$ cat src/mpc_pkg.sv
package cmd_pkg;

  // first-edge pattern on ca[4:0] with cs high
  localparam logic [4:0] CMD_R1_CA  = 5'h00;
  localparam logic [4:0] CAS2_R1_CA = 5'h12;

  // full seven-bit training operand codes
  localparam logic [6:0] OP_RD_FIFO   = 7'h41;
  localparam logic [6:0] OP_RD_DQ_CAL = 7'h43;
  localparam logic [6:0] OP_WR_FIFO   = 7'h47;
  localparam logic [6:0] OP_OSC_START = 7'h4B;
  localparam logic [6:0] OP_OSC_STOP  = 7'h4D;
  localparam logic [6:0] OP_ZQ_START  = 7'h4F;
  localparam logic [6:0] OP_ZQ_LATCH  = 7'h51;

  localparam logic [4:0] SIXTEEN_BEAT_BURST = 5'h10;
  localparam logic [4:0] NO_BURST           = 5'h00;

  typedef enum logic [3:0] {
    ST_IDLE     = 4'h1,
    ST_CMD_R2   = 4'h2,
    ST_WAIT_CAS = 4'h4,
    ST_CAS_R2   = 4'h8
  } state_t;

  typedef enum logic [7:0] {
    K_RSVD      = 8'h00,
    K_NOP       = 8'h01,
    K_RD_FIFO   = 8'h02,
    K_RD_DQ_CAL = 8'h04,
    K_WR_FIFO   = 8'h08,
    K_OSC_START = 8'h10,
    K_OSC_STOP  = 8'h20,
    K_ZQ_START  = 8'h40,
    K_ZQ_LATCH  = 8'h80
  } kind_t;

  function automatic logic is_data_op(input kind_t k);
    is_data_op = (k == K_RD_FIFO) || (k == K_RD_DQ_CAL) ||
                 (k == K_WR_FIFO);
  endfunction : is_data_op

  function automatic logic is_fifo_op(input kind_t k);
    is_fifo_op = (k == K_RD_FIFO) || (k == K_WR_FIFO);
  endfunction : is_fifo_op

endpackage : cmd_pkg

$ cat src/operand_classifier.sv
module operand_classifier (
  // assembled operand
  input  wire logic [6:0]      command_operand_bits,
  // decoded kind, one-hot, all zero (K_RSVD) for reserved codes
  output cmd_pkg::kind_t       kind
);
  import cmd_pkg::*;

  wire logic op6 = command_operand_bits[6];

  assign kind = !op6                                   ? K_NOP       :
                (command_operand_bits == OP_RD_FIFO)   ? K_RD_FIFO   :
                (command_operand_bits == OP_RD_DQ_CAL) ? K_RD_DQ_CAL :
                (command_operand_bits == OP_WR_FIFO)   ? K_WR_FIFO   :
                (command_operand_bits == OP_OSC_START) ? K_OSC_START :
                (command_operand_bits == OP_OSC_STOP)  ? K_OSC_STOP  :
                (command_operand_bits == OP_ZQ_START)  ? K_ZQ_START  :
                (command_operand_bits == OP_ZQ_LATCH)  ? K_ZQ_LATCH  :
                                                         K_RSVD;

endmodule : operand_classifier

$ cat src/dram_multi_purpose_cmd_decoder.sv
module dram_multi_purpose_cmd_decoder (
  // clock and reset
  input  wire logic           clk_sys,
  input  wire logic           sys_rst,
  // command/address pins
  input  wire logic           cs,
  input  wire logic [5:0]     ca,
  // executed operations, one-hot pulses
  output cmd_pkg::kind_t      exec_ff,
  // latency reference for data-moving ops
  output logic                latency_anchor_ff,
  output logic [4:0]          burst_beats_ff,
  // status pulses
  output logic                reserved_seen_ff,
  output logic                sequence_error_ff,
  output logic                cas_operand_error_ff
);
  import cmd_pkg::*;

  //////////////////////////////////////////////////////////////////////////
  // state

  state_t       state_ff;
  state_t       nxt_state;
  logic         op6_ff;
  kind_t        pending_ff;
  kind_t        nxt_pending;
  kind_t        nxt_exec;
  kind_t        kind;
  logic         nxt_anchor;
  logic [4:0]   nxt_beats;
  logic         nxt_reserved;
  logic         nxt_seq_err;
  logic         nxt_cas_err;

  //////////////////////////////////////////////////////////////////////////
  // decode

  wire logic cmd_r1  = cs && (ca[4:0] == CMD_R1_CA);
  wire logic cas_r1  = cs && (ca[4:0] == CAS2_R1_CA);
  wire logic in_idle = (state_ff == ST_IDLE);
  wire logic in_r2   = (state_ff == ST_CMD_R2);
  wire logic in_wait = (state_ff == ST_WAIT_CAS);
  wire logic in_cas2 = (state_ff == ST_CAS_R2);

  operand_classifier u_classifier (
    .command_operand_bits ({op6_ff, ca}),
    .kind                 (kind)
  );

  wire logic r2_data   = in_r2 && is_data_op(kind);
  wire logic r2_alone  = in_r2 && (kind != K_RSVD) && !r2_data;
  wire logic r2_rsvd   = in_r2 && (kind == K_RSVD);
  wire logic wait_bad  = in_wait && cs && !cas_r1;
  wire logic wait_good = in_wait && cas_r1;

  assign nxt_state = in_idle && cmd_r1 ? ST_CMD_R2   :
                     r2_data           ? ST_WAIT_CAS :
                     in_r2             ? ST_IDLE     :
                     wait_good         ? ST_CAS_R2   :
                     wait_bad          ? ST_IDLE     :
                     in_cas2           ? ST_IDLE     :
                                         state_ff;

  assign nxt_pending = r2_data ? kind : (in_cas2 ? K_RSVD : pending_ff);
  // stand-alone ops fire at once; data ops wait for column command
  assign nxt_exec    = r2_alone ? kind :
                       in_cas2  ? pending_ff : K_RSVD;
  assign nxt_anchor  = in_cas2;
  assign nxt_beats   = in_cas2 && is_fifo_op(pending_ff) ?
                       SIXTEEN_BEAT_BURST : NO_BURST;
  assign nxt_reserved = r2_rsvd;
  assign nxt_seq_err  = wait_bad;
  assign nxt_cas_err  = in_cas2 && (cs || (ca != 6'h00));

  //////////////////////////////////////////////////////////////////////////
  // registers

  always_ff @(posedge clk_sys or posedge sys_rst) begin
    if (sys_rst) begin
      state_ff   <= ST_IDLE;
      op6_ff     <= 1'b0;
      pending_ff <= K_RSVD;
    end else begin
      state_ff   <= nxt_state;
      op6_ff     <= (in_idle && cmd_r1) ? ca[5] : op6_ff;
      pending_ff <= nxt_pending;
    end
  end

  always_ff @(posedge clk_sys or posedge sys_rst) begin
    if (sys_rst) begin
      exec_ff              <= K_RSVD;
      latency_anchor_ff    <= 1'b0;
      burst_beats_ff       <= NO_BURST;
      reserved_seen_ff     <= 1'b0;
      sequence_error_ff    <= 1'b0;
      cas_operand_error_ff <= 1'b0;
    end else begin
      exec_ff              <= nxt_exec;
      latency_anchor_ff    <= nxt_anchor;
      burst_beats_ff       <= nxt_beats;
      reserved_seen_ff     <= nxt_reserved;
      sequence_error_ff    <= nxt_seq_err;
      cas_operand_error_ff <= nxt_cas_err;
    end
  end

  //////////////////////////////////////////////////////////////////////////
  // assertions

  AST_CMD_START: assert property (
    @(posedge clk_sys) disable iff (sys_rst)
    in_idle && cmd_r1 |=> (state_ff == ST_CMD_R2) && (op6_ff == $past(ca[5])))
    else $error("first edge of command not taken");

  AST_OP6_LOW_NOP: assert property (
    @(posedge clk_sys) disable iff (sys_rst)
    in_r2 && !op6_ff |=> (exec_ff == K_NOP) && in_idle)
    else $error("operand bit 6 low did not give no-operation");

  AST_DATA_OP_WAITS: assert property (
    @(posedge clk_sys) disable iff (sys_rst)
    in_r2 && ({op6_ff, ca} == OP_WR_FIFO)
    |=> (exec_ff == K_RSVD) && in_wait && (pending_ff == K_WR_FIFO))
    else $error("write-FIFO not held for column command");

  AST_OSC_START: assert property (
    @(posedge clk_sys) disable iff (sys_rst)
    in_r2 && ({op6_ff, ca} == OP_OSC_START) |=> exec_ff == K_OSC_START)
    else $error("oscillator start not decoded");

  AST_ZQ_LATCH_ALONE: assert property (
    @(posedge clk_sys) disable iff (sys_rst)
    in_r2 && ({op6_ff, ca} == OP_ZQ_LATCH)
    |=> (exec_ff == K_ZQ_LATCH) && in_idle ##1 (exec_ff == K_RSVD))
    else $error("calibration latch not a single stand-alone pulse");

  AST_STRAY_CMD: assert property (
    @(posedge clk_sys) disable iff (sys_rst)
    wait_bad |=> sequence_error_ff && (exec_ff == K_RSVD) && in_idle)
    else $error("command between training op and column command missed");

  AST_ANCHOR: assert property (
    @(posedge clk_sys) disable iff (sys_rst)
    wait_good |=> in_cas2 ##1 latency_anchor_ff &&
                  (exec_ff == $past(pending_ff)) && is_data_op(exec_ff))
    else $error("latency anchor not on column command second edge");

  AST_STAND_ALONE: assert property (
    @(posedge clk_sys) disable iff (sys_rst)
    (exec_ff != K_RSVD) && !is_data_op(exec_ff) |-> !latency_anchor_ff &&
                                                   $past(in_r2))
    else $error("stand-alone op waited for column command");

  AST_BURST16: assert property (
    @(posedge clk_sys) disable iff (sys_rst)
    latency_anchor_ff && is_fifo_op(exec_ff)
    |-> burst_beats_ff == SIXTEEN_BEAT_BURST)
    else $error("FIFO training burst not sixteen beats");

  AST_RESERVED: assert property (
    @(posedge clk_sys) disable iff (sys_rst)
    r2_rsvd |=> reserved_seen_ff && (exec_ff == K_RSVD) && in_idle &&
                (pending_ff == $past(pending_ff)))
    else $error("reserved code changed state");

  COV_RD_FIFO: cover property (
    @(posedge clk_sys) disable iff (sys_rst)
    latency_anchor_ff && (exec_ff == K_RD_FIFO));

  COV_ZQ_START: cover property (
    @(posedge clk_sys) disable iff (sys_rst)
    exec_ff == K_ZQ_START);

  COV_SEQ_ERR: cover property (
    @(posedge clk_sys) disable iff (sys_rst)
    sequence_error_ff);

  COV_NOP: cover property (
    @(posedge clk_sys) disable iff (sys_rst)
    exec_ff == K_NOP);

endmodule : dram_multi_purpose_cmd_decoder

$ cat config.mk
export PLATFORM = sky130hd
export DESIGN_NAME = dram_multi_purpose_cmd_decoder
export DESIGN_NICKNAME = d
export VERILOG_FILES = /design/src/mpc_pkg.sv /design/src/operand_classifier.sv /design/src/dram_multi_purpose_cmd_decoder.sv
export SDC_FILE = /design/constraint.sdc
export NUM_CORES = 1
export LEC_CHECK = 0
export BUFFER_PORTS_ARGS = -buffer_cell sky130_fd_sc_hd__clkbuf_2
export CAP_MARGIN = 10
export CORE_MARGIN = 4
export CORE_UTILIZATION = 25
export CTS_CLUSTER_DIAMETER = 100
export DETAILED_ROUTE_END_ITERATION = 12
export SYNTH_ARGS = -nofsm -noshare
export SYNTH_HDL_FRONTEND = slang
export SYNTH_SLANG_ARGS = --single-unit
export TNS_END_PERCENT = 5
$ cat constraint.sdc
create_clock -name clk_sys -period 2.2 [get_ports clk_sys]
set_input_delay 0.22 -clock clk_sys [delete_from_list [all_inputs] [get_ports clk_sys]]
set_output_delay 0.22 -clock clk_sys [all_outputs]
set_load 0.02 [all_outputs]
-- Word level (Yosys, flattened, before mapping)
Cells that the tools add are included.
- reductions and logical operators: 24
- muxes and demuxes: 19
- equal/unequal tests: 17
- operators with widths (operator ; number):
    8-bit two-way mux ; 12
    7-bit == test (second input constant) ; 7
    4-bit two-way mux ; 6
    8-bit by 2-bit == test with 1-bit output (second input constant) ; 2
    8-bit by 4-bit == test with 1-bit output (second input constant) ; 2
    1-bit logical AND ; 12
    6-bit nonzero test ; 2
    8-bit by 3-bit == test with 1-bit output (second input constant) ; 1
    8-bit logical NOT ; 1
    8-bit nonzero test ; 1
    5-bit == test (second input constant) ; 1
    5-bit logical NOT ; 1
    5-bit two-way mux ; 1
    4-bit by 1-bit == test with 1-bit output (second input constant) ; 1
    4-bit by 2-bit == test with 1-bit output (second input constant) ; 1
    4-bit by 3-bit == test with 1-bit output (second input constant) ; 1
    4-bit == test (second input constant) ; 1
    1-bit logical OR ; 4
    1-bit logical NOT ; 2
    2-bit nonzero test ; 1
- word-level logic and storage cells: 69
- register bits after elaboration: 30

-- Logic depth before layout (Yosys ltp)
Gate-level depths: netlist of the first run.
- depth in word-level cells: 16
- depth in mapped cells: 6
- depth with buffers taken out: 5

-- Cells and area by module
From an unflattened synthesis of the first run, not the netlist that was laid out.
- cell total of the unflattened synthesis: 115
- area, all modules: 1221.2 sq um
- modules (own cells, without submodules) (module ; cells each ; area each (sq um) ; instances):
    dram_multi_purpose_cmd_decoder ; 99 ; 1128.6 ; 1
    operand_classifier ; 16 ; 92.6 ; 1

-- Worst setup path before layout of the first run
OpenSTA, ideal clock, no wires.
- path kind: register to register
- start point: register state_ff[3]
- end point: register pending_ff[1]
- data arrival time: 1.403 ns
- cell stages (with the launch flop): 6
- required time: 2.080 ns
- path slack: 0.677 ns
- library setup time: 0.120 ns
- path through: dfrtp_1 buf_8 nor4b_4 nand4b_4 buf_6 a31o_2
- word-level cells in the longest chain between the ends: 3
- ends and longest elaborated chain (element ; line ; source):
    start, declared ; dram_multi_purpose_cmd_decoder.sv:23 ; state_t state_ff;
    start signal, assigned ; dram_multi_purpose_cmd_decoder.sv:85 ; state_ff <= nxt_state;
    4-bit by 2-bit == test with 1-bit output ; dram_multi_purpose_cmd_decoder.sv:42 ; wire logic in_r2 = (state_ff == ST_CMD_R2);
    1-bit logical AND ; dram_multi_purpose_cmd_decoder.sv:51 ; wire logic r2_data = in_r2 && is_data_op(kind);
    8-bit two-way mux / 2-bit nonzero test (equally long branches) ; n/a ;
    end signal, assigned ; dram_multi_purpose_cmd_decoder.sv:87 ; pending_ff <= nxt_pending;
    end, declared ; dram_multi_purpose_cmd_decoder.sv:26 ; kind_t pending_ff;
Several ways; a longest one is shown, not always the timed one.
A chain may end at the register's enable or synchronous reset.

-- Final worst setup path of the first run
- start point: register state_ff[3]
- end point: register pending_ff[3]
Same word-level chain as after synthesis.

==> flow_summary.json, run 1 <==
{
  "hold_class": "primary input to register",
  "startpoint": "state_ff[3]$_DFFE_PP0P_",
  "vias": 865,
  "track_usage_pct": 8.30,
  "viasPerCell": 4.35,
  "grt_pass1_vias": 787,
  "synth_cell_type_count": 35,
  "diodes": 0,
  "clock_latency_ns": 0.26,
  "cp_max_fo": 13,
  "cts_sinks": 26,
  "r2r_end": "pending_ff[3]$_DFFE_PP0P_",
  "dp_slack_ns": 0.498,
  "fp.dieArea_mm2": 0.00602,
  "crit_path_end": "pending_ff[3]$_DFFE_PP0P_",
  "nets": 142,
  "worstRegToRegCells": 4,
  "antenna_found_initial": 0,
  "first_iter_violations": 68,
  "multi_input_area_um2": 469,
  "yosys_warnings": 0,
  "reg2reg_from": "state_ff[3]$_DFFE_PP0P_",
  "synth_area_mm2": 0.00121,
  "grt_first_pass_wirelength_mm": 3.91,
  "crit_path_start_kind": "register",
  "leakage_nw": 0.724,
  "grt_overflow": 0,
  "drc": 0,
  "cap_violations": 0,
  "finalWorstSetupSlack_ns": 0.477,
  "ir_worst_vdd_mv": 0.252,
  "crit_type": "register to register",
  "seqCellArea_um2": 652,
  "hold_viol_final": 0,
  "setup-tns-final_ns": 0,
  "synth_top_cell_by_area": "dfrtp_1",
  "setup_viol": 0,
  "htreeDepth": 1,
  "initial_core_util_pct": 25.6,
  "die_x_um": 77.6,
  "final_max_slew_viol_count": 0,
  "cts_inserted_buffers": 3,
  "clock_tree.buffer_depth": 2,
  "wl_mm": 2.33,
  "ys_ff_latch": 26,
  "cp.arrival_ns": 1.92,
  "status": "completed",
  "dpl-instance-area_mm2": 0.00133,
  "clk_pin_slew_worst_paths_ns": 0.08,
  "yosys.area.top_type_share_pct": 51.7,
  "ios": 26,
  "post-route-util_pct": 29.4,
  "final_cells": 199,
  "drive_gt1_share_pct": 26.5,
  "yosysSeqAreaShare_pct": 53.8,
  "fin_crit_sh_pct": 78.3,
  "reg2reg_slack_ns": 0.48,
  "dp_hpwl_mm": 1.78,
  "numPortBuffers": 21,
  "wl_per_cell_um": 11.7,
  "p_per_area_mw_per_mm2": 654,
  "synth_area_per_cell_um2": 10.7,
  "gp_congestion": 0.776,
  "synthToLayoutAreaGrowth_pct": 14.6,
  "required_ns": 2.40,
  "antenna_left": 0,
  "grt_max_degree": 27,
  "post-place-cells": 194,
  "postCtsSetupBuffers": 0,
  "n_fill_cell": 496,
  "fin_area_mm2": 0.00139,
  "timing.final.crit_period_ns": 1.72,
  "syn_inst": 113,
  "end_kind": "register",
  "coreArea_mm2": 0.00472,
  "drt_first_pass_iters": 4,
  "rsz0062_at_grt": "no",
  "yosys-top-cells-area": "dfrtp_1 (52%), nand2_1 (4.6%), and3_1 (2.6%), buf_4 (2.5%), nor2_1 (2.5%)",
  "skew_ns": 0.00376,
  "root_buffer": "clkbuf_8",
  "die_y_um": 77.6,
  "cts_tree": "built",
  "max_freq_mhz": 581,
  "rows": 25
}
-- cells by family (layout without fill, tap and decap cells) --
kind of cell	count (synthesis)	in the layout	synth area share (%)
mux	1	1	0.930
buf+inv	15	31	8.37
simple gates	52	52	26.4
xor+xnor	2	2	1.45
compound gates	16	16	8.68
other cells	1	4	0.310
flops	26	26	53.8
-- layout make-up --
type	instances	share of cell area, %
Tap cell	67	6.04
Clock buffer	4	3.25
Timing Repair Buffer	23	8.84
Multi-Input combinational cell	75	33.8
Inverter	4	1.08
Sequential cell	26	47.0
-- registers in the layout, summed over array words and instances (netlist names) --
register              flops
op6_ff                    1
burst_beats_ff            1
state_ff                  4
cas_operand_error_ff      1
pending_ff                8
sequence_error_ff         1
reserved_seen_ff          1
exec_ff                   8
latency_anchor_ff         1
-- cell usage after synthesis --
cell,number
a21oi_1,2
conb_1,1
clkbuf_1,1
dfstp_2,1
nor4b_1,2
mux2_2,1
a41oi_1,1
nand2_1,15
buf_4,4
nor3b_1,1
dfrtp_1,25
and4bb_2,1
nor3_1,3
nor2_1,8
nand4b_4,1
a31oi_1,2
and3_1,5
a31o_2,1
inv_1,4
and3_2,3
nand3_1,3
xnor2_1,2
buf_8,1
nor4b_2,1
o21bai_1,1
nor4b_4,1
clkbuf_2,3
nor2b_1,1
nand2b_1,3
o31ai_1,2
o21ai_0,5
nand4_1,2
a31o_1,2
buf_6,2
nor4_1,2
-- layer usage --
| metal | track usage [%] | vias to the layer above | part of all wire (%) |
|---|---|---|---|
| met5 | 0 | - | 0 |
| met4 | 4.80 | 0 | 1.8 |
| met3 | 1.51 | 2 | 4.4 |
| met2 | 11.8 | 29 | 46 |
| met1 | 11.7 | 417 | 48 |
| li1 | - | 417 | - |
-- how the worst min path moves through the flow --
stage | depth (start not counted) | slack (ns) | endpoint | from
finish | 2 | 0.24 | op6_ff$_DFFE_PP0P_ | ca[5]
detailed placement | 3 | 0.27 | op6_ff$_DFFE_PP0P_ | sys_rst
global placement | 3 | 0.27 | op6_ff$_DFFE_PP0P_ | sys_rst
global route | 2 | 0.26 | op6_ff$_DFFE_PP0P_ | ca[5]
CTS | 2 | 0.25 | op6_ff$_DFFE_PP0P_ | ca[5]
floorplan | 1 | 0.26 | burst_beats_ff[4]$_DFF_PP0_ | sys_rst
-- through the flow --
| stage | hold WS, ns | total power [mW] |
|---|---|---|
| finish | 0.244 | 0.907 |
| global placement | 0.268 | 0.649 |
| CTS | 0.245 | 0.916 |
| floorplan | 0.259 | 0.630 |
| detailed placement | 0.269 | 0.651 |
| global route | 0.262 | 0.949 |
-- cells in the final DEF, fill, tap and decap left out, drive strengths merged, types with 2 or more instances in the layout --
cell,Yosys,layout
dfrtp,25,25
clkbuf,4,25
nand2,15,15
nor2,8,8
and3,8,8
o21ai,5,5
inv,4,4
conb,1,4
nor4b,4,4
nand2b,3,3
nor3,3,3
nand3,3,3
a31o,3,3
nand4,2,2
a21oi,2,2
nor4,2,2
xnor2,2,2
a31oi,2,2
o31ai,2,2
-- critical path, stage by stage (launching register included) --
cell and delay (ns):
dfrtp_1 0.52, nor4b_4 0.46, nand4b_4 0.26, nor4b_2 0.30, a31o_1 0.13
-- report_power, final --
part | internal (mW) | switching (mW)
Sequential | 0.502 | 0.0343
Clock | 0.129 | 0.136
Combinational | 0.0408 | 0.0644
-- repair_timing --
| action | 4_1_cts | 5_1_grt |
|---|---|---|
| resized for setup | 0 | 0 |
| hold endpoints to repair | 25 | 0 |
| hold buffers | 1 | 0 |
(Power assumes the default switching activity.)
==> run 2, diff against run 1 <==
Settings changed: ABC_AREA set to 1.
Clock period 2.2 ns to 1.7 ns, I/O delays scaled along.
==> flow_summary.json, run 2 <==
{
  "status": "completed",
  "largestRegisters": "exec_ff: 8 flops, pending_ff: 8 flops, state_ff: 4 flops",
  "setup_viol": 0,
  "cp_max_fo": 4,
  "max_freq_mhz": 718,
  "synthToLayoutAreaGrowth_pct": 20.6,
  "grt_pass1_vias": 1009,
  "drt_first_pass_iters": 4,
  "rows": 25,
  "track_usage_pct": 8.73,
  "vias": 972,
  "dpl-instance-area_mm2": 0.00143,
  "drc": 0,
  "antenna_left": 0,
  "ctsHoldBuffers": 1,
  "root_buffer": "clkbuf_8",
  "fin_area_mm2": 0.00151,
  "leakage_nw": 0.866,
  "ys.flop_type": "dfrtp_1",
  "nets": 190,
  "syn_inst": 154,
  "synthArstFlopShare_pct": 100,
  "synth_area_mm2": 0.00125,
  "yosys-top-cells-area": "dfrtp_1 (50%), nand2_1 (9.3%), inv_1 (8.4%), nor2_1 (7.5%), nand3_1 (4.4%)",
  "synth_top_cell_by_area": "dfrtp_1",
  "rsz0062_at_grt": "no",
  "fp.dieArea_mm2": 0.00622,
  "first_iter_violations": 50,
  "gp_congestion": 0.771,
  "final_common_cell": "nand2_1",
  "die_y_um": 78.9,
  "clock_latency_ns": 0.27,
  "p_per_area_mw_per_mm2": 1070,
  "yosys_warnings": 0,
  "required_ns": 1.90,
  "p_total_mw": 1.62,
  "cts_inserted_buffers": 3,
  "diodes": 0,
  "postCtsSetupBuffers": 0,
  "ys_ff_latch": 26,
  "antenna_found_initial": 0,
  "numPortBuffers": 21,
  "timing.final.crit_period_ns": 1.39,
  "yosys.area.top_type_share_pct": 49.9,
  "synth_area_per_cell_um2": 8.15,
  "fin_crit_sh_pct": 82.0,
  "post-place-cells": 242,
  "cp.arrival_ns": 1.59,
  "hold_class": "primary input to register",
  "synth_edf_count": 0,
  "synth_cell_type_count": 23,
  "grt_first_pass_wirelength_mm": 4.35,
  "die_x_um": 78.9,
  "dp_hpwl_mm": 1.88,
  "clk_pin_slew_worst_paths_ns": 0.09,
  "cts_sinks": 26,
  "ir_worst_vdd_mv": 0.341,
  "grt_overflow": 0,
  "yosys-top-cells-count": "nand2_1 (31), inv_1 (28), dfrtp_1 (25), nor2_1 (25), nand3_1 (11)",
  "yosysMostFrequentCell": "nand2_1",
  "clock_tree.buffer_depth": 2,
  "final_cell_mix": "nand2_1 (31), inv_1 (28), nor2_1 (25), dfrtp_1 (25), clkbuf_2 (21)",
  "initial_core_util_pct": 26.2,
  "coreArea_mm2": 0.00479,
  "hold_viol_final": 0,
  "hold_ws_ns": 0.158,
  "end_kind": "register",
  "yosysSeqAreaShare_pct": 51.9,
  "grt_max_degree": 27,
  "crit_path_start_kind": "register",
  "wl_per_cell_um": 9.91,
  "htreeDepth": 1,
  "wl_mm": 2.45,
  "skew_ns": 0.00663,
  "cts_resized": 0,
  "cap_violations": 0,
  "ios": 26,
  "setup-tns-final_ns": 0,
  "crit_type": "register to register",
  "viasPerCell": 3.94,
  "drive_gt1_share_pct": 23.3,
  "final_max_slew_viol_count": 0,
  "final_cells": 247,
  "cts_tree": "built"
}
run 2: cell count changes in the layout (fill, tap and decap cells not counted), sizes merged, moves of 4 or more:
cell / previous run / this run
inv: 4 / 28
nor2: 8 / 30
nand2: 15 / 35
nand3: 3 / 13
and3: 8 / 0
nor4b: 4 / 0
o21ai: 5 / 9
run 2: worst max-delay path, cell delays in order (launching register included):
cell and delay (ns):
dfstp_2 0.54, inv_1 0.06, nand3_1 0.21, nand2_1 0.10, nor2_2 0.15, nand2_1 0.10
o21ai_0 0.16
run 2: logic make-up after synthesis:
kind of cell | count (synthesis) | share of synthesized area, %
other cells | 1 | 0.299
simple gates | 82 | 30.2
buf+inv | 33 | 11.2
compound gates | 12 | 6.38
flops | 26 | 51.9
run 2: final timing paths:
| path | slack [ns] | start | cells past startpoint | endpoint |
|---|---|---|---|---|
| min in group asynchronous | 0.47 | sys_rst | 4 | pending_ff[3]$_DFFE_PP0P_ |
| max in group asynchronous | 0.93 | sys_rst | 4 | state_ff[0]$_DFFE_PP1P_ |
| worst min-delay path | 0.16 | ca[5] | 3 | op6_ff$_DFFE_PP0P_ |
| worst max-delay path | 0.31 | state_ff[0]$_DFFE_PP1P_ | 6 | state_ff[2]$_DFFE_PP0P_ |
| worst min register to register | 0.48 | pending_ff[4]$_DFFE_PP0P_ | 2 | exec_ff[4]$_DFF_PP0_ |
| worst max register to register | 0.31 | state_ff[0]$_DFFE_PP1P_ | 6 | state_ff[2]$_DFFE_PP0P_ |
run 2: metal layers:
metal  GRT usage [%]  wire [um]
met1            10.2       1140
met2            15.3       1170
met3            2.38        111
met4            3.09         22
met5               0          0
run 2: layout make-up:
class                      instances  area, um^2
clock buffer                       3        41.3
clock inverter                     1        30.0
fill                             515        3270
inverter                          29         110
multi-input combinational         98         474
sequential                        26         652
tap                               67        83.8
timing repair buffer              23         123
run 2: through the flow:
step,worst slack [ns],util (%)
finish,0.306,31.6
CTS,0.298,31.6
detailed placement,0.331,29.9
global route,0.187,31.6
floorplan,0.478,-
global placement,0.319,29.9
run 2: power by group:
group          switching (mW)  total [mW]  internal [mW]
registers              0.0453       0.737          0.691
logic                   0.253       0.365          0.112
clock network           0.199       0.514          0.315
